`src/design/usmh_map.vh`:
```
`ifndef USMH_MAP_VH
`define USMH_MAP_VH
// Register indices; the APB byte address is four times the index
`define USMH_IDX_DATA 3'h0
`define USMH_IDX_IEN 3'h1
`define USMH_IDX_FIFO 3'h2
`define USMH_IDX_LCTL 3'h3
`define USMH_IDX_MCTL 3'h4
`define USMH_IDX_LSTAT 3'h5
`define USMH_IDX_MSTAT 3'h6
`define USMH_IDX_SCR 3'h7
// Line control fields
`define USMH_LC_DLAB 7
`define USMH_LC_BREAK 6
`define USMH_LC_STICK 5
`define USMH_LC_EVEN 4
`define USMH_LC_PEN 3
`define USMH_LC_STOP 2
// Modem control fields
`define USMH_MC_LOOP 4
`define USMH_MC_IRQEN 3
`define USMH_MC_RTS 1
`define USMH_MC_DTR 0
// Fifo control fields
`define USMH_FC_TXRST 2
`define USMH_FC_RXRST 1
`define USMH_FC_EN 0
// Interrupt enable fields
`define USMH_IE_MS 3
`define USMH_IE_LS 2
`define USMH_IE_TX 1
`define USMH_IE_RX 0
// Interrupt identification codes
`define USMH_ID_NONE 4'h1
`define USMH_ID_LS 4'h6
`define USMH_ID_RX 4'h4
`define USMH_ID_TO 4'hC
`define USMH_ID_TX 4'h2
`define USMH_ID_MS 4'h0
// Receive trigger levels
`define USMH_LVL_0 5'h01
`define USMH_LVL_1 5'h04
`define USMH_LVL_2 5'h08
`define USMH_LVL_3 5'h0E
// Reset values
`define USMH_RST_DIV 16'h0001
`define USMH_RST_LCTL 8'h00
`define USMH_RST_MCTL 5'h00
`define USMH_RST_IEN 4'h0
`define USMH_RST_SCR 8'h00
// Timing in 16x baud ticks; fifo depth in entries
`define USMH_TK_BIT 6'h0F
`define USMH_TK_HALF 6'h07
`define USMH_TK_STOP1 6'h0F
`define USMH_TK_STOP15 6'h17
`define USMH_TK_STOP2 6'h1F
`define USMH_TK_TIMEOUT 10'h280
`define USMH_DEPTH 5'h10
`endif

```
`src/design/usmh_uart.v`:
```
// Summary of operation
// - Characters go out and come in least significant bit first.
// - Without fifo mode, fifo error, fifo-enabled and timeout bits read zero.
// - Fifo mode: status bit 7 set while any queued byte has an error.
// - Status bit 6 high only when holding stage and shifter are empty.
// - Non-fifo: bit 5 set on move to shifter; interrupts if enabled.
// - Fifo mode: holding-empty set when fifo empties, cleared by a write.
// - Break flag when input stays spacing for a whole character.
// - Framing flag on missing stop bit, parity flag on wrong parity.
// - Fifo mode: error flags describe the byte at the fifo head.
// - Overrun when a byte arrives with no room: non-fifo overwrites unread data, fifo mode drops the byte; status read clears flags.
// - Status bit 0 high while received data wait unread.
// - Loopback: output forced high, input isolated, modem outputs inactive.
// - Loopback feeds modem inputs from control bits 0 to 3.
// - Control bit 3 gates the interrupt output; bit 2 unused outside loopback.
// - RTS and DTR pins carry inverted control bits 1 and 0.
// - Modem status bits 7..4 show inverted inputs, or control bits in loopback.
// - Change flags for carrier, set-ready and clear-to-send since last read.
// - Ring flag only on ring pin rising from low to high.
// - Divisor access bit maps offsets 0 and 1 to the baud divisor.
// - Trigger field picks 1, 4, 8 or 14 bytes for the receive interrupt.
// - Modem change interrupt only when enable bit 3 is set.
`timescale 1ns/10ps
`include "usmh_map.vh"
module usmh_uart (
  input wire REF_CLK,
  input wire RESETN,
  input wire CLK_EN,
  input wire PSEL,
  input wire PENABLE,
  input wire PWRITE,
  input wire [4:0] PADDR,
  input wire [31:0] PWDATA,
  output reg [31:0] PRDATA,
  output reg PREADY,
  output reg PSLVERR,
  input wire SERIAL_INPUT_LINE,
  input wire CTS_N,
  input wire DSR_N,
  input wire RI_N,
  input wire DCD_N,
  output reg SERIAL_OUTPUT_LINE,
  output reg RTS_N,
  output reg DTR_N,
  output reg IRQ
);
  localparam TX_IDLE = 2'b00;
  localparam TX_DATA = 2'b01;
  localparam TX_STOP = 2'b10;
  localparam RX_IDLE = 2'b00;
  localparam RX_START = 2'b01;
  localparam RX_DATA = 2'b10;
  localparam RX_STOP = 2'b11;

  reg [7:0] lctl;
  reg [4:0] mctl;
  reg [3:0] ien;
  reg [15:0] div;
  reg [7:0] scr;
  reg fifo_en;
  reg [1:0] thr_sel;
  reg [15:0] bcnt;
  reg tick;
  reg [7:0] tx_mem [0:15];
  reg [3:0] tx_wp, tx_rp;
  reg [4:0] tx_cnt;
  reg thre, tx_ip;
  reg [1:0] tx_st;
  reg [5:0] tx_tk;
  reg [3:0] tx_left;
  reg [8:0] tx_sh;
  reg tx_bit;
  reg [10:0] rx_mem [0:15];
  reg [3:0] rx_wp, rx_rp;
  reg [4:0] rx_cnt;
  reg [1:0] rx_st;
  reg [5:0] rx_tk;
  reg [3:0] rx_left;
  reg [8:0] rx_sh;
  reg rx_prev, hfresh;
  reg ls_oe, ls_pe, ls_fe, ls_bi, rfe;
  reg [9:0] to_cnt;
  reg [3:0] ms_prev, ms_dlt;
  reg [7:0] rd_byte;
  reg [3:0] int_id;
  reg [4:0] thr_lvl;
  reg any_err;
  reg [3:0] off;
  integer i;

  // Parity bit for the current line setup
  function par_of;
    input [7:0] d;
    input [7:0] lc;
    begin
      if (lc[`USMH_LC_STICK])
        par_of = ~lc[`USMH_LC_EVEN];
      else
        par_of = lc[`USMH_LC_EVEN] ? ^d : ~^d;
    end
  endfunction

  // Bus decode; access completes on the edge that sees PREADY high
  wire setup = PSEL & ~PENABLE;
  wire done = PSEL & PENABLE & PREADY;
  wire [2:0] idx = PADDR[4:2];
  wire bad = |PADDR[1:0];
  wire wr = done & PWRITE & ~bad;
  wire rd = done & ~PWRITE & ~bad;
  wire dlab = lctl[`USMH_LC_DLAB];
  wire loop = mctl[`USMH_MC_LOOP];
  wire pen = lctl[`USMH_LC_PEN];
  wire wr_thr = wr & (idx == `USMH_IDX_DATA) & ~dlab;
  wire rd_rbr = rd & (idx == `USMH_IDX_DATA) & ~dlab;
  wire wr_fcr = wr & (idx == `USMH_IDX_FIFO);
  wire rd_isr = rd & (idx == `USMH_IDX_FIFO);
  wire rd_lsr = rd & (idx == `USMH_IDX_LSTAT);
  wire rd_msr = rd & (idx == `USMH_IDX_MSTAT);
  wire fen_chg = PWDATA[`USMH_FC_EN] ^ fifo_en;
  wire rx_rst = wr_fcr & (PWDATA[`USMH_FC_RXRST] | fen_chg);
  wire tx_rst = wr_fcr & (PWDATA[`USMH_FC_TXRST] | fen_chg);

  // Character shape
  wire [3:0] dlen = 4'h5 + {2'h0, lctl[1:0]};
  wire [3:0] nbits = dlen + {3'h0, pen};
  wire [7:0] dmask = 8'hFF >> (2'h3 - lctl[1:0]);
  wire stop_long = lctl[`USMH_LC_STOP];
  wire [5:0] stop_tk = ~stop_long ? `USMH_TK_STOP1 :
    (lctl[1:0] == 2'h0) ? `USMH_TK_STOP15 : `USMH_TK_STOP2;

  // APB answer: ready in the access cycle, read data taken at setup
  always @(posedge REF_CLK or negedge RESETN) begin
    if (!RESETN) begin
      PREADY <= 1'b0;
      PSLVERR <= 1'b0;
      PRDATA <= 32'h00000000;
    end else if (CLK_EN) begin
      if (setup) begin
        PREADY <= 1'b1;
        PSLVERR <= bad;
        PRDATA <= {24'h000000, bad ? 8'h00 : rd_byte};
      end else if (done) begin
        PREADY <= 1'b0;
        PSLVERR <= 1'b0;
      end
    end
  end

  // Software-written configuration
  always @(posedge REF_CLK or negedge RESETN) begin
    if (!RESETN) begin
      lctl <= `USMH_RST_LCTL;
      mctl <= `USMH_RST_MCTL;
      ien <= `USMH_RST_IEN;
      div <= `USMH_RST_DIV;
      scr <= `USMH_RST_SCR;
      fifo_en <= 1'b0;
      thr_sel <= 2'h0;
    end else if (CLK_EN && wr) begin
      case (idx)
        `USMH_IDX_DATA: if (dlab) div[7:0] <= PWDATA[7:0];
        `USMH_IDX_IEN: begin
          if (dlab)
            div[15:8] <= PWDATA[7:0];
          else
            ien <= PWDATA[3:0];
        end
        `USMH_IDX_FIFO: begin
          fifo_en <= PWDATA[`USMH_FC_EN];
          thr_sel <= PWDATA[7:6];
        end
        `USMH_IDX_LCTL: lctl <= PWDATA[7:0];
        `USMH_IDX_MCTL: mctl <= PWDATA[4:0];
        `USMH_IDX_SCR: scr <= PWDATA[7:0];
        default: ;
      endcase
    end
  end

  // 16x baud tick; a zero divisor behaves like one
  wire [15:0] div_top = (div == 16'h0000) ? 16'h0000 : div - 16'h0001;
  always @(posedge REF_CLK or negedge RESETN) begin
    if (!RESETN) begin
      bcnt <= 16'h0000;
      tick <= 1'b0;
    end else if (CLK_EN) begin
      if (bcnt >= div_top) begin
        bcnt <= 16'h0000;
        tick <= 1'b1;
      end else begin
        bcnt <= bcnt + 16'h0001;
        tick <= 1'b0;
      end
    end
  end

  // Transmit queue; depth one outside fifo mode
  wire tx_full = fifo_en ? (tx_cnt == `USMH_DEPTH) : (tx_cnt != 5'h00);
  wire tx_push = wr_thr & ~tx_full;
  wire tx_pop = (tx_st == TX_IDLE) & (tx_cnt != 5'h00);
  wire thre_set = tx_rst | (tx_pop & (tx_cnt == 5'h01) & ~tx_push);
  wire next_thre = thre_set | (thre & ~tx_push);
  wire ien_tx_on = wr & (idx == `USMH_IDX_IEN) & ~dlab & PWDATA[`USMH_IE_TX];
  wire tx_ip_clr = rd_isr & (PRDATA[3:0] == `USMH_ID_TX);
  wire [7:0] tx_d = tx_mem[tx_rp] & dmask;

  always @(posedge REF_CLK) begin
    if (CLK_EN && tx_push)
      tx_mem[tx_wp] <= PWDATA[7:0];
  end

  always @(posedge REF_CLK or negedge RESETN) begin
    if (!RESETN) begin
      tx_wp <= 4'h0;
      tx_rp <= 4'h0;
      tx_cnt <= 5'h00;
      thre <= 1'b1;
      tx_ip <= 1'b0;
    end else if (CLK_EN) begin
      if (tx_rst) begin
        tx_wp <= 4'h0;
        tx_rp <= 4'h0;
        tx_cnt <= 5'h00;
      end else begin
        if (tx_push)
          tx_wp <= tx_wp + 4'h1;
        if (tx_pop)
          tx_rp <= tx_rp + 4'h1;
        tx_cnt <= tx_cnt + {4'h0, tx_push} - {4'h0, tx_pop};
      end
      thre <= next_thre;
      // Pending until a data write or an identification read that shows it
      tx_ip <= next_thre & (thre_set | ien_tx_on | (tx_ip & ~tx_ip_clr));
    end
  end

  // Transmit shifter: start bit, data, optional parity, stop time
  always @(posedge REF_CLK or negedge RESETN) begin
    if (!RESETN) begin
      tx_st <= TX_IDLE;
      tx_tk <= 6'h00;
      tx_left <= 4'h0;
      tx_sh <= 9'h000;
      tx_bit <= 1'b1;
    end else if (CLK_EN) begin
      case (tx_st)
        TX_IDLE: begin
          tx_bit <= 1'b1;
          if (tx_pop) begin
            tx_sh <= {1'b0, tx_d} | ({8'h00, pen & par_of(tx_d, lctl)} << dlen);
            tx_left <= nbits;
            tx_tk <= `USMH_TK_BIT;
            tx_bit <= 1'b0;
            tx_st <= TX_DATA;
          end
        end
        TX_DATA: if (tick) begin
          if (tx_tk != 6'h00)
            tx_tk <= tx_tk - 6'h01;
          else if (tx_left == 4'h0) begin
            tx_bit <= 1'b1;
            tx_tk <= stop_tk;
            tx_st <= TX_STOP;
          end else begin
            tx_bit <= tx_sh[0];
            tx_sh <= tx_sh >> 1;
            tx_left <= tx_left - 4'h1;
            tx_tk <= `USMH_TK_BIT;
          end
        end
        TX_STOP: if (tick) begin
          if (tx_tk != 6'h00)
            tx_tk <= tx_tk - 6'h01;
          else
            tx_st <= TX_IDLE;
        end
        default: tx_st <= TX_IDLE;
      endcase
    end
  end

  // Receive input; loopback takes the internal transmit bit instead
  wire rx_in = loop ? tx_bit : SERIAL_INPUT_LINE;
  wire [8:0] rx_fr = rx_sh >> (4'h9 - nbits);
  wire [7:0] rx_d = rx_fr[7:0] & dmask;
  wire rx_bi = ~rx_in & (rx_fr == 9'h000);
  wire rx_fe = ~rx_in;
  wire rx_pe = pen & (rx_fr[dlen] != par_of(rx_d, lctl));
  wire rx_done = (rx_st == RX_STOP) & tick & (rx_tk == 6'h00);

  // Receive sampler: mid-bit samples, shifted in from the top
  always @(posedge REF_CLK or negedge RESETN) begin
    if (!RESETN) begin
      rx_st <= RX_IDLE;
      rx_tk <= 6'h00;
      rx_left <= 4'h0;
      rx_sh <= 9'h000;
      rx_prev <= 1'b1;
    end else if (CLK_EN) begin
      rx_prev <= rx_in;
      case (rx_st)
        // Edge start, so a held break cannot restart a character
        RX_IDLE: if (rx_prev && !rx_in) begin
          rx_tk <= `USMH_TK_HALF;
          rx_st <= RX_START;
        end
        RX_START: if (tick) begin
          if (rx_tk != 6'h00)
            rx_tk <= rx_tk - 6'h01;
          else if (!rx_in) begin
            rx_tk <= `USMH_TK_BIT;
            rx_left <= nbits;
            rx_st <= RX_DATA;
          end else
            rx_st <= RX_IDLE;
        end
        RX_DATA: if (tick) begin
          if (rx_tk != 6'h00)
            rx_tk <= rx_tk - 6'h01;
          else begin
            rx_sh <= {rx_in, rx_sh[8:1]};
            rx_left <= rx_left - 4'h1;
            rx_tk <= `USMH_TK_BIT;
            if (rx_left == 4'h1)
              rx_st <= RX_STOP;
          end
        end
        RX_STOP: if (tick) begin
          if (rx_tk != 6'h00)
            rx_tk <= rx_tk - 6'h01;
          else
            rx_st <= RX_IDLE;
        end
        default: rx_st <= RX_IDLE;
      endcase
    end
  end

  // Receive queue: each entry holds break, framing, parity and data
  wire rx_full = fifo_en ? (rx_cnt == `USMH_DEPTH) : (rx_cnt != 5'h00);
  wire rx_pop = rd_rbr & (rx_cnt != 5'h00);
  wire rx_ovw = rx_done & rx_full & ~rx_pop;
  wire rx_push = rx_done & (~rx_full | rx_pop);
  wire [10:0] head = rx_mem[rx_rp];

  always @(posedge REF_CLK) begin
    if (CLK_EN) begin
      if (rx_push)
        rx_mem[rx_wp] <= {rx_bi, rx_fe, rx_pe, rx_d};
      else if (rx_ovw && !fifo_en)
        rx_mem[rx_rp] <= {rx_bi, rx_fe, rx_pe, rx_d};
    end
  end

  always @(posedge REF_CLK or negedge RESETN) begin
    if (!RESETN) begin
      rx_wp <= 4'h0;
      rx_rp <= 4'h0;
      rx_cnt <= 5'h00;
      hfresh <= 1'b0;
    end else if (CLK_EN) begin
      if (rx_rst) begin
        rx_wp <= 4'h0;
        rx_rp <= 4'h0;
        rx_cnt <= 5'h00;
        hfresh <= 1'b0;
      end else begin
        if (rx_push)
          rx_wp <= rx_wp + 4'h1;
        if (rx_pop)
          rx_rp <= rx_rp + 4'h1;
        rx_cnt <= rx_cnt + {4'h0, rx_push} - {4'h0, rx_pop};
        // A new byte reached the head of the queue
        hfresh <= (rx_pop & ((rx_cnt != 5'h01) | rx_push)) |
          (rx_push & (rx_cnt == 5'h00)) | (rx_ovw & ~fifo_en);
      end
    end
  end

  // Any queued byte with an error
  always @* begin
    any_err = 1'b0;
    off = 4'h0;
    for (i = 0; i < 16; i = i + 1) begin
      off = i[3:0] - rx_rp;
      if (({1'b0, off} < rx_cnt) && (|rx_mem[i][10:8]))
        any_err = 1'b1;
    end
  end

  // Sticky line flags; only bits seen by the status read are cleared
  wire [7:0] ls_clr = rd_lsr ? PRDATA[7:0] : 8'h00;
  wire hd_set = hfresh & (rx_cnt != 5'h00);
  always @(posedge REF_CLK or negedge RESETN) begin
    if (!RESETN) begin
      ls_oe <= 1'b0;
      ls_pe <= 1'b0;
      ls_fe <= 1'b0;
      ls_bi <= 1'b0;
      rfe <= 1'b0;
    end else if (CLK_EN) begin
      ls_oe <= rx_ovw | (ls_oe & ~ls_clr[1]);
      ls_pe <= (hd_set & head[8]) | (ls_pe & ~ls_clr[2]);
      ls_fe <= (hd_set & head[9]) | (ls_fe & ~ls_clr[3]);
      ls_bi <= (hd_set & head[10]) | (ls_bi & ~ls_clr[4]);
      rfe <= fifo_en & (any_err | (rfe & ~ls_clr[7]));
    end
  end

  // Character timeout: data left idle for about four characters
  always @(posedge REF_CLK or negedge RESETN) begin
    if (!RESETN)
      to_cnt <= 10'h000;
    else if (CLK_EN) begin
      if (rx_cnt == 5'h00 || rx_push || rx_pop)
        to_cnt <= 10'h000;
      else if (tick && to_cnt != `USMH_TK_TIMEOUT)
        to_cnt <= to_cnt + 10'h001;
    end
  end
  wire to_hit = fifo_en & (to_cnt == `USMH_TK_TIMEOUT) & (rx_cnt != 5'h00);

  // Modem inputs as active-high levels: DCD, RI, DSR, CTS
  wire [3:0] ms_now = loop ? {mctl[3], mctl[2], mctl[0], mctl[1]} :
    ~{DCD_N, RI_N, DSR_N, CTS_N};
  wire [3:0] ms_evt = {ms_now[3] ^ ms_prev[3],
    ms_prev[2] & ~ms_now[2],
    ms_now[1] ^ ms_prev[1],
    ms_now[0] ^ ms_prev[0]};
  wire [3:0] ms_clr = rd_msr ? PRDATA[3:0] : 4'h0;
  always @(posedge REF_CLK or negedge RESETN) begin
    if (!RESETN) begin
      ms_prev <= 4'h0;
      ms_dlt <= 4'h0;
    end else if (CLK_EN) begin
      ms_prev <= ms_now;
      ms_dlt <= ms_evt | (ms_dlt & ~ms_clr);
    end
  end

  // Receive trigger level
  always @* begin
    case (thr_sel)
      2'h0: thr_lvl = `USMH_LVL_0;
      2'h1: thr_lvl = `USMH_LVL_1;
      2'h2: thr_lvl = `USMH_LVL_2;
      default: thr_lvl = `USMH_LVL_3;
    endcase
  end

  // Interrupt priority: line, data, timeout, transmit, modem
  wire ls_any = ls_oe | ls_pe | ls_fe | ls_bi;
  wire rx_lvl = fifo_en ? (rx_cnt >= thr_lvl) : (rx_cnt != 5'h00);
  always @* begin
    if (ien[`USMH_IE_LS] && ls_any)
      int_id = `USMH_ID_LS;
    else if (ien[`USMH_IE_RX] && rx_lvl)
      int_id = `USMH_ID_RX;
    else if (ien[`USMH_IE_RX] && to_hit)
      int_id = `USMH_ID_TO;
    else if (ien[`USMH_IE_TX] && tx_ip)
      int_id = `USMH_ID_TX;
    else if (ien[`USMH_IE_MS] && (|ms_dlt))
      int_id = `USMH_ID_MS;
    else
      int_id = `USMH_ID_NONE;
  end

  // Register read view
  wire temt = thre & (tx_st == TX_IDLE);
  wire [7:0] lsr = {rfe, temt, thre, ls_bi, ls_fe, ls_pe, ls_oe,
    rx_cnt != 5'h00};
  always @* begin
    case (idx)
      `USMH_IDX_DATA: rd_byte = dlab ? div[7:0] : head[7:0];
      `USMH_IDX_IEN: rd_byte = dlab ? div[15:8] : {4'h0, ien};
      `USMH_IDX_FIFO: rd_byte = {fifo_en, fifo_en, 2'h0, int_id};
      `USMH_IDX_LCTL: rd_byte = lctl;
      `USMH_IDX_MCTL: rd_byte = {3'h0, mctl};
      `USMH_IDX_LSTAT: rd_byte = lsr;
      `USMH_IDX_MSTAT: rd_byte = {ms_now, ms_dlt};
      `USMH_IDX_SCR: rd_byte = scr;
      default: rd_byte = 8'h00;
    endcase
  end

  // Pins; registered so each output comes from a flop
  always @(posedge REF_CLK or negedge RESETN) begin
    if (!RESETN) begin
      SERIAL_OUTPUT_LINE <= 1'b1;
      RTS_N <= 1'b1;
      DTR_N <= 1'b1;
      IRQ <= 1'b0;
    end else if (CLK_EN) begin
      SERIAL_OUTPUT_LINE <= loop | (~lctl[`USMH_LC_BREAK] & tx_bit);
      RTS_N <= loop | ~mctl[`USMH_MC_RTS];
      DTR_N <= loop | ~mctl[`USMH_MC_DTR];
      IRQ <= mctl[`USMH_MC_IRQEN] & (int_id != `USMH_ID_NONE);
    end
  end
endmodule // usmh_uart

```
`config.mk`:
```
export PLATFORM = sky130hd
export DESIGN_NAME = usmh_uart
export DESIGN_NICKNAME = d
export VERILOG_FILES = /design/src/design/usmh_uart.v
export VERILOG_INCLUDE_DIRS = /design/src /design/src/design
export SDC_FILE = /design/constraint.sdc
export NUM_CORES = 1
export LEC_CHECK = 0
export BUFFER_PORTS_ARGS = -buffer_cell sky130_fd_sc_hd__buf_2
export CELL_PAD_IN_SITES_DETAIL_PLACEMENT = 0
export CELL_PAD_IN_SITES_GLOBAL_PLACEMENT = 1
export CORE_ASPECT_RATIO = 1.25
export CORE_MARGIN = 2
export CORE_UTILIZATION = 30
export CTS_BUF_LIST = sky130_fd_sc_hd__clkbuf_8
export DETAILED_ROUTE_END_ITERATION = 16
export HOLD_SLACK_MARGIN = 0.05
export PLACE_DENSITY_LB_ADDON = 0.3
export SLEW_MARGIN = 20
export SYNTH_ARGS = -nofsm -noshare
export SYNTH_HDL_FRONTEND = slang
export SYNTH_SLANG_ARGS = --single-unit
```
`constraint.sdc`:
```
create_clock -name REF_CLK -period 5.7 [get_ports REF_CLK]
set_input_delay 1.14 -clock REF_CLK [delete_from_list [all_inputs] [get_ports REF_CLK]]
set_output_delay 1.14 -clock REF_CLK [all_outputs]
set_load 0.05 [all_outputs]
```
==> Word-level counts from Yosys, hierarchy flattened <==
Memories as Yosys holds them, arrays and structs flattened.
Cells that the tools add are included.
{ "op_classes": {"eq_ne": 43, "muxes": 129, "magnitude_cmp": 19, "n_reduce_logical": 98, "n_addsub": 35, "n_bitwise": 110, "n_shift": 3} }
{ "ops": {"columns": ["op", "count"], "rows": [
  ["2-to-1 mux 4 bit", 24],
  ["< comparator 4 x 5 -> 1 bit", 16],
  ["2-to-1 mux 6 bit", 13],
  ["case mux 8 bit (8 select lines)", 1],
  ["bitwise AND 1 bit", 56],
  ["2-to-1 mux 1 bit", 48],
  ["OR reduction 3 bit", 16],
  ["2-to-1 mux 9 bit", 4],
  ["subtractor 4 bit (first input constant)", 9],
  ["inequality test 2 bit (second input constant)", 17],
  ["2-to-1 mux 16 bit", 2],
  ["2-to-1 mux 2 bit", 16],
  ["2-to-1 mux 8 bit", 4],
  ["logical AND 1 bit", 26],
  ["case mux 6 bit (4 select lines)", 1],
  ["NOT 1 bit", 22],
  ["AND reduction 2 bit", 11],
  ["OR 1 bit", 21],
  ["AND reduction 7 bit", 3],
  ["2-to-1 mux 10 bit", 2],
  ["2-to-1 mux 5 bit", 4],
  ["case mux 6 bit (3 select lines)", 1],
  ["case mux 9 bit (2 select lines)", 1],
  ["adder 16 x 1 -> 16 bit (second input constant)", 1],
  ["70 further kinds", 118]
]} }
{ "totals": {"n_memories": 2, "input_bits": 48, "word_cells": 483, "mem_bits_rw": 304, "register_bits": 171} }
{ "mem_list": {"columns": ["memory", "words", "word_bits", "read_ports", "rd_ports_with_merged_regs", "wr", "line", "source"], "rows": [
  ["rx_mem", 16, 11, 17, 0, 1, "usmh_uart.v:73", "reg [10:0] rx_mem [0:15];"],
  ["tx_mem", 16, 8, 1, 0, 1, "usmh_uart.v:64", "reg [7:0] tx_mem [0:15];"]
]} }

==> Longest topological paths before layout <==
Gate-level depths: netlist of the first run.
{ "depth": {"word_depth": 21, "ltp_mapped": 20, "mapped_depth_nobuf": 19} }

==> Worst setup path after synthesis of the first run <==
Ideal clock, no wire load.
{ "synth_timing": {"path_type": "register to register", "startpoint": "register lctl[0]", "endpoint": "memory rx_mem[0][8], data pin", "stages_incl_launch_ff": 21, "path_buffers": 2, "arrival_ns": 4.581, "setup_time_ns": 0.211, "synth_period_minus_slack_ns": 4.792, "setup_slack_ns": 0.908, "cell_sequence": "dfrtp_1 > clkbuf_1 > inv_1 > ha_1 > fa_1 > clkbuf_1 > clkinv_1 > ha_1 > xnor2_1 > o211ai_1 > a21oi_1 > a31o_2 > inv_1 > ha_1 > xnor2_1 > xnor3_1 > xor3_1 > nor2b_1 > xnor2_1 > xnor2_1 > and2_1"} }
{ "synth_via": {"elab_chain_len": 11, "word_cells_on_any_way": 16, "cone_classes": "add/sub (4); eq/ne (1); shift (2); mux (5); bitwise (2); reduce/logical (2)"} }
{ "synth_rtl": {"columns": ["item", "line", "source"], "rows": [
  ["start, declared", "usmh_uart.v:55", "reg [7:0] lctl;"],
  ["start signal, assigned", "usmh_uart.v:152", "lctl <= `USMH_RST_LCTL;"],
  ["start signal, assigned", "usmh_uart.v:172", "`USMH_IDX_LCTL: lctl <= PWDATA[7:0];"],
  ["adder 3 x 2 -> 4 bit", "usmh_uart.v:124", "wire [3:0] dlen = 4'h5 + {2'h0, lctl[1:0]};"],
  ["adder 4 x 1 -> 4 bit", "usmh_uart.v:125", "wire [3:0] nbits = dlen + {3'h0, pen};"],
  ["subtractor 4 bit", "usmh_uart.v:284", "wire [8:0] rx_fr = rx_sh >> (4'h9 - nbits);"],
  [">> shifter 9 x 4 -> 9 bit", "usmh_uart.v:284", null],
  ["bitwise AND 8 bit *", "usmh_uart.v:285", "wire [7:0] rx_d = rx_fr[7:0] & dmask;"],
  ["via rx_d[0]", "usmh_uart.v:285", null],
  ["XNOR reduction 8 bit or parity 8 bit (tied branches)", "usmh_uart.v:99", "par_of = lc[`USMH_LC_EVEN] ? ^d : ~^d;"],
  ["2-to-1 mux 1 bit *", "usmh_uart.v:99", null],
  ["2-to-1 mux 1 bit *", "usmh_uart.v:96", "if (lc[`USMH_LC_STICK])"],
  ["inequality test 1 bit *", "usmh_uart.v:288", "wire rx_pe = pen & (rx_fr[dlen] != par_of(rx_d, lctl));"],
  ["bitwise AND 1 bit *", "usmh_uart.v:288", null],
  ["via rx_pe", "usmh_uart.v:288", null],
  ["2-to-1 mux 11 bit (no line) *", null, null],
  ["end, declared", "usmh_uart.v:73", null]
]} }
The timed path passes the listed nets; every way through them passes the cells marked *. The select of a mux whose other input is x is not followed.

==> Worst setup path in the final report of the first run <==
{ "layout_timing": {"startpoint": "register lctl[0]", "endpoint": "memory rx_mem[13][8], data pin"} }
Same word-level chain as after synthesis.

==> results.json, run 1 <==
{
  "synth_area_per_cell_sq_um": 13.0,
  "yosys_most_used_dff": "edfxtp_1",
  "detail_route.wirelength_mm": 62.7,
  "grt_first_pass_wirelength_mm": 95.4,
  "worst_hold_path_type": "register to register",
  "critical_path.slowest_cell": "nor4_1",
  "syn_inst": 1818,
  "clock_sink_count": 475,
  "skew_ns": 0.0498,
  "switching_power_mw": 3.38,
  "critical_path_peak_fanout": 16,
  "setup_viol": 0,
  "globalRoute.totalOverflow": 0,
  "post_route_antenna_net_violation_count": 0,
  "finalWeightedCongestion": 0.823,
  "holdBufCountCts": 0,
  "remaining_drc_errors": 0,
  "criticalPathCategory": "register to register",
  "floorplan.die.height_microns": 318,
  "detail_route.first_pass.iterations": 5,
  "worstSetupEndpointType": "register",
  "routed-via-count": 15181,
  "first_iter_violations": 934,
  "synth_enable_flop_cells": 304,
  "power-per-cell-area_nw_per_um2": 373,
  "die_width_microns": 255,
  "cts.clk_slew.worst_paths_ns": 0.06,
  "worst_path_largest_cell_delay_ns": 0.74,
  "cp-startpoint": "lctl[0]",
  "status": "finished, final reports clean",
  "vdd_ir_drop_max_mv": 0.166,
  "worst_slew_pin_slew_ns": 1.04,
  "power.clock.fraction_pct": 30.0,
  "pwr-share-comb_pct": 27.3,
  "power_switching_share_pct": 33.9,
  "synth.cell_area_sq_um": 23600,
  "detailedPlace.worstSlack_ns": 0.728,
  "tritoncts_clock_tree": "yes",
  "number_of_pins_exceeding_their_max_slew_limit_in_the_final_report": 0,
  "clock_insertion_delay_worst_skew_ns": 0.68,
  "period_minus_slack_ns": 5.10,
  "final.period_utilization_pct": 89.4,
  "number_of_global_route_vias_before_repair": 15570,
  "avgViaCountPerCell": 4.99,
  "sequentialPowerShare_pct": 42.7,
  "combined_area_of_the_multi_input_logic_cells_sq_um": 9440,
  "drv_cap": 0,
  "r2r-start": "lctl[0]",
  "setup_repair_after_global_routing_missed_its_margin": "false",
  "worst-r2r-setup-slack_ns": 0.60,
  "postCtsSetupRepairBufs": 0,
  "final_layout_size_suffix_gt1_share_pct": 17.4,
  "fillers": 7754,
  "route.detailed.wl_per_inst_microns": 20.6,
  "grt_antenna_before_repair": 7,
  "dp_hpwl_mm": 43.3,
  "effective_utilization_at_floorplan_pct": 30.2,
  "finalHoldViolations": 0,
  "row_count": 115,
  "finalSetupTns_ns": 0,
  "p_leak_nw": 10.5,
  "relSlewSlack_pct": 30.1,
  "layout-area-overhead-vs-synth_pct": 13.0,
  "post_cts_resize_count": 0,
  "yosys.area.top_type": "edfxtp_1",
  "path_cells": "inv_1 > ha_1 > fa_1 > clkinv_1 > ha_1 > nor4_1 > and2_1 > xnor3_1 > xor3_1 > nor2b_1 > xnor2_1 > xnor2_1 > and2_1",
  "worst_r2r_path_depth": 13,
  "synthesis.yosys.warnings": 0,
  "startpoint_type": "register",
  "floorplan.die_area_sq_um": 81000,
  "cts-buffers-inserted": 86,
  "critPathRequiredTime_ns": 6.04,
  "ys_seq_elements": 475,
  "timing.rr.end": "rx_mem[13][8]",
  "finalNetCount": 2061,
  "number_of_port_buffers": 37,
  "worst_slack_ns": 0.605,
  "synth_sequential_area_ratio_pct": 56.8,
  "yosysUniqueCellTypes": 82,
  "grt_start_max_net_pins": 94,
  "ios": 86,
  "clk_path_buf_depth": 3,
  "regArea_sq_um": 13400,
  "intPower_mw": 6.58,
  "max_fclk_ghz": 0.196,
  "ys_top_cells_by_area": "edfxtp_1, dfrtp_1, mux4_2",
  "synth_top_cell_area_share_pct": 38.7,
  "cp_data_arrival_time_ns": 5.44,
  "grtUsageTotal_pct": 15.6,
  "area_inside_the_core_boundary_sq_um": 78300,
  "worst_setup_path_endpoint": "rx_mem[13][8]",
  "cts.root.buffer_cell": "clkbuf_8",
  "htree_levels": 3,
  "synthArstFlopShare_pct": 36.0
}
cell usage in the layout, fill, tap and decap left out, drive strengths merged, types with 16 or more instances in the layout:
cell,n
nand3,34
edfxtp,304
nor4,17
a21o,21
nand4,16
mux2,59
ha,97
nand2b,23
buf,85
nand2,143
nor2,118
o32ai,16
xor2,38
and2,22
clkbuf,92
a21oi,86
mux4,84
xnor2,28
nor3,29
mux2i,39
clkinv,34
dfrtp,164
inv,123
conb,24
o21ai,92
cell type report:
| type | instances | share of cell area, % |
|---|---|---|
| Tap cell | 1053 | 4.94 |
| Inverter | 90 | 1.27 |
| Multi-Input combinational cell | 1174 | 35.4 |
| Antenna cell | 2 | 0.0188 |
| Clock buffer | 91 | 4.69 |
| Clock inverter | 69 | 1.27 |
| Sequential cell | 475 | 50.3 |
| Timing Repair Buffer | 86 | 2.15 |
logic make-up (layout without fill, tap and decap cells):
logic type	count (synthesis)	count (layout)	synth area share, %
compound gates	332	332	9.12
xor+xnor	68	68	2.68
fa+ha+maj	100	100	5.39
buf+inv	192	336	3.69
flops	475	475	56.8
mux	182	182	12.7
other cells	1	26	0.0159
simple gates	468	468	9.56
how the worst min path moves through the flow:
stage                   from  endpoint  slack, ns  depth (start not counted)
floorplan            mctl[0]     DTR_N       0.44                          1
global placement    tx_sh[3]  tx_sh[3]       0.46                          2
detailed placement  tx_sh[2]  tx_sh[2]       0.47                          2
CTS                 tx_sh[2]  tx_sh[2]       0.48                          2
global route           DTR_N     DTR_N       0.50                          2
finish              tx_sh[2]  tx_sh[2]       0.48                          2
layer usage:
layer / GRT usage (%) / share of wire [%]
met5: 0 / 0.053
met3: 3.32 / 5.4
met4: 5.25 / 2.5
met2: 26.3 / 49
met1: 19.6 / 43
power groups by stage:
stage	clock network (mW)	logic [mW]	registers, mW
2_1_floorplan	0	2.07	4.19
3_3_place_gp	0	2.68	4.31
6_report	2.98	2.72	4.25
3_5_place_dp	0	2.74	4.32
4_1_cts	3.09	2.76	4.25
5_1_grt	3.25	3.06	4.29
sequential cells by signal, summed over array words and instances, names as in the netlist, 5 cells and up, named ones only:
name and count:
lctl 8, rx_mem 176, rx_sh 9, tx_cnt 5, div 16, tx_sh 9, rx_tk 6, tx_mem 128
scr 8, bcnt 16, PRDATA 8, tx_tk 6, rx_cnt 5, mctl 5, to_cnt 10
per-stage QoR:
step / utilization [%] / power [mW] / hold WS [ns] / std cells / area [sq um]
after global placement: 32.0 / 6.99 / 0.464 / 2878 / 25100
after detailed placement: 32.0 / 7.06 / 0.472 / 2878 / 25100
after global routing: 34.1 / 10.6 / 0.501 / 3039 / 26700
final: 34.1 / 9.95 / 0.482 / 3040 / 26700
after floorplan: - / 6.26 / 0.441 / 1841 / 23700
after CTS: 34.1 / 10.1 / 0.485 / 3038 / 26700
worst max-delay path: cells and delay by family, from the launching register on:
family	cells	cell delay [ns]
XOR/XNOR	4	0.92
adder cells (fa/ha/maj)	3	1.37
AND/OR/NAND/NOR	4	1.74
flip-flops	1	0.34
buffers and inverters	2	0.40
cells in the mapped netlist (all sizes together) (6+ instances only):
cell / n
nand2b: 23
a32o: 14
mux4: 84
nor2: 118
o21ai: 92
nand4: 16
clkbuf: 62
nand2: 143
buf: 39
o2bb2ai: 6
dfstp: 7
nor2b: 13
dfrtp: 164
a31oi: 14
xor2: 38
nor4: 17
o22ai: 12
nand3: 34
a22oi: 9
nor3: 29
inv: 86
nor3b: 14
mux2i: 39
ha: 97
a221oi: 7
a21oi: 86
a21o: 21
edfxtp: 304
a22o: 14
o32ai: 16
mux2: 59
and3: 15
a32oi: 6
and2: 22
or3: 9
xnor2: 28
(Power assumes the default switching activity.)
==> inputs of run 2 (changes only) <==
--- a/config.mk
+++ b/config.mk
@@ -16,6 +16,7 @@
 export DETAILED_ROUTE_END_ITERATION = 16
 export HOLD_SLACK_MARGIN = 0.05
 export PLACE_DENSITY_LB_ADDON = 0.3
+export REMOVE_ABC_BUFFERS = 1
 export SLEW_MARGIN = 20
 export SYNTH_ARGS = -nofsm -noshare
 export SYNTH_HDL_FRONTEND = slang
==> results.json, run 2 (synthesis results as in run 1) <==
{
  "status": "finished, final reports clean",
  "number_of_global_route_vias_before_repair": 15587,
  "cts.root.buffer_cell": "clkbuf_8",
  "worst-r2r-setup-slack_ns": 0.74,
  "grtUsageTotal_pct": 15.5,
  "number_of_pins_exceeding_their_max_slew_limit_in_the_final_report": 0,
  "route.detailed.wl_per_inst_microns": 20.6,
  "hold-path-cell-count": 2,
  "relSlewSlack_pct": 29.0,
  "final_layout_size_suffix_gt1_share_pct": 17.9,
  "grt_antenna_before_repair": 4,
  "startpoint_type": "register",
  "cts-buffers-inserted": 81,
  "postCtsSetupRepairBufs": 0,
  "htree_levels": 3,
  "clock_insertion_delay_worst_skew_ns": 0.70,
  "clock_sink_count": 475,
  "hold_start": "rx_prev",
  "worst_hold_path_type": "register to register",
  "routed-via-count": 15044,
  "period_minus_slack_ns": 4.96,
  "worst_path_largest_cell_delay_ns": 0.53,
  "critical_path_buffer_and_inverter_count": 2,
  "first_iter_violations": 945,
  "r2r-start": "lctl[3]",
  "drv_cap": 0,
  "max_fclk_ghz": 0.202,
  "globalRoute.totalOverflow": 0,
  "skew_ns": 0.0565,
  "holdBufCountCts": 0,
  "cp_data_arrival_time_ns": 5.37,
  "path_cells": "ha_1 > fa_1 > clkinv_1 > ha_1 > xnor2_1 > o211ai_1 > a21oi_1 > a31o_2 > inv_1 > ha_1 > xnor2_1 > xnor3_1 > xor3_1 > nor2b_1 > xnor2_1 > xnor2_1 > and2_1",
  "worstSetupEndpointType": "register",
  "p_leak_nw": 10.5,
  "layout-area-overhead-vs-synth_pct": 13.4,
  "layout_top_registers": "rx_mem: 176 flops, tx_mem: 128 flops",
  "die_width_microns": 255,
  "finalHoldViolations": 0,
  "most_common_cell_after_layout_fill_and_taps_aside": "edfxtp_1",
  "clk_path_buf_depth": 3,
  "final.period_utilization_pct": 87.1,
  "layout.cells.most_common_list": "edfxtp_1, dfrtp_1, nand2_1, nor2_1, inv_1",
  "grt_first_pass_wirelength_mm": 95.2,
  "post_cts_resize_count": 0,
  "fillers": 7758,
  "cts.clk_slew.worst_paths_ns": 0.06,
  "floorplan.die_area_sq_um": 81000,
  "finalNetCount": 2061,
  "critPathRequiredTime_ns": 6.11,
  "tritoncts_clock_tree": "yes",
  "row_count": 115,
  "setup_repair_after_global_routing_missed_its_margin": "false",
  "setup_viol": 0,
  "detail_route.wirelength_mm": 62.5,
  "finalSetupTns_ns": 0,
  "final.hold.worst_slack_ns": 0.490,
  "post_route_antenna_net_violation_count": 0,
  "critical_path_peak_fanout": 17,
  "area_inside_the_core_boundary_sq_um": 78300,
  "floorplan.die.height_microns": 318,
  "largest_register_ffs": 176,
  "number_of_port_buffers": 37,
  "finalWeightedCongestion": 0.804,
  "criticalPathCategory": "register to register",
  "power-per-cell-area_nw_per_um2": 376,
  "largest-register": "rx_mem",
  "worst_slew_pin_slew_ns": 1.06,
  "detail_route.first_pass.iterations": 5,
  "path_delay_family": "adder cells",
  "remaining_drc_errors": 0,
  "vdd_ir_drop_max_mv": 0.163,
  "ios": 86,
  "worst_r2r_path_depth": 17,
  "critical_path.slowest_cell": "and2_1",
  "cell_with_the_most_instances_on_the_worst_path": "xnor2_1",
  "avgViaCountPerCell": 4.96,
  "dp_hpwl_mm": 42.3,
  "effective_utilization_at_floorplan_pct": 30.2,
  "timing.rr.end": "rx_mem[3][8]",
  "whs_endpoint": "rx_prev",
  "grt_start_max_net_pins": 91
}
## run 2: cell types whose count changed in the layout (fill, tap and decap cells not counted), moves of 2 or more
cell | before | now
inv_1 | 120 | 110
nor4_1 | 16 | 13
inv_12 | 0 | 2
bufinv_16 | 1 | 4
clkinv_2 | 11 | 9
nor4_2 | 0 | 3
buf_4 | 48 | 53
inv_8 | 0 | 2
clkbuf_8 | 92 | 89
## run 2: metrics by stage
step	util [%]	instance area [sq um]	total power, mW	cells	worst slack [ns]
final	34.2	26800	10.1	3035	0.738
after global routing	34.2	26800	10.7	3034	0.300
after CTS	34.2	26800	10.2	3033	0.675
after detailed placement	32.1	25100	7.07	2883	0.715
after global placement	32.1	25100	7.00	2883	0.653
after floorplan	-	23200	6.15	1739	1.14
## run 2: layer usage
metal / part of all wire, % / up-vias / global-route usage [%] / wire length (microns)
met2: 51 / 312 / 26.8 / 31800
li1: - / 7011 / - / -
met3: 4.2 / 87 / 2.94 / 2650
met5: 0 / - / 0 / 0
met4: 2.2 / 0 / 4.85 / 1370
met1: 43 / 7634 / 19.5 / 26700
## run 2: worst min-delay path, cell delays in order, from the launching register on
cell	delay (ns)
dfstp_2	0.37
nor2_1	0.08
a21oi_1	0.04
## run 2: where the power goes
| part | internal [mW] | leakage (nW) | total [mW] | switching, mW |
|---|---|---|---|---|
| clock network | 1.63 | 0.921 | 3.10 | 1.47 |
| logic | 1.10 | 4.42 | 2.73 | 1.63 |
| registers | 3.95 | 5.13 | 4.24 | 0.287 |
## run 2: worst max-delay path by stage
| stage | start | endpoint | slack, ns | cells after the start |
|---|---|---|---|---|
| 2_1_floorplan | lctl[0] | rx_mem[0][8] | 1.14 | 18 |
| 3_3_place_gp | lctl[3] | rx_mem[14][8] | 0.65 | 17 |
| 3_5_place_dp | lctl[3] | rx_mem[14][8] | 0.72 | 17 |
| 4_1_cts | lctl[3] | rx_mem[14][8] | 0.67 | 17 |
| 5_1_grt | lctl[3] | rx_mem[7][8] | 0.30 | 17 |
| 6_report | lctl[3] | rx_mem[3][8] | 0.74 | 17 |
## run 2: final cells by class
class	count	area, sq um	share of cell area (%)
Inverter	90	338	1.26
Tap cell	1053	1320	4.92
Antenna cell	2	5.00	0.0187
Multi-Input combinational cell	1174	9460	35.3
Clock inverter	62	414	1.55
Sequential cell	475	13400	50.1
Clock buffer	88	1210	4.52
Timing Repair Buffer	91	612	2.29
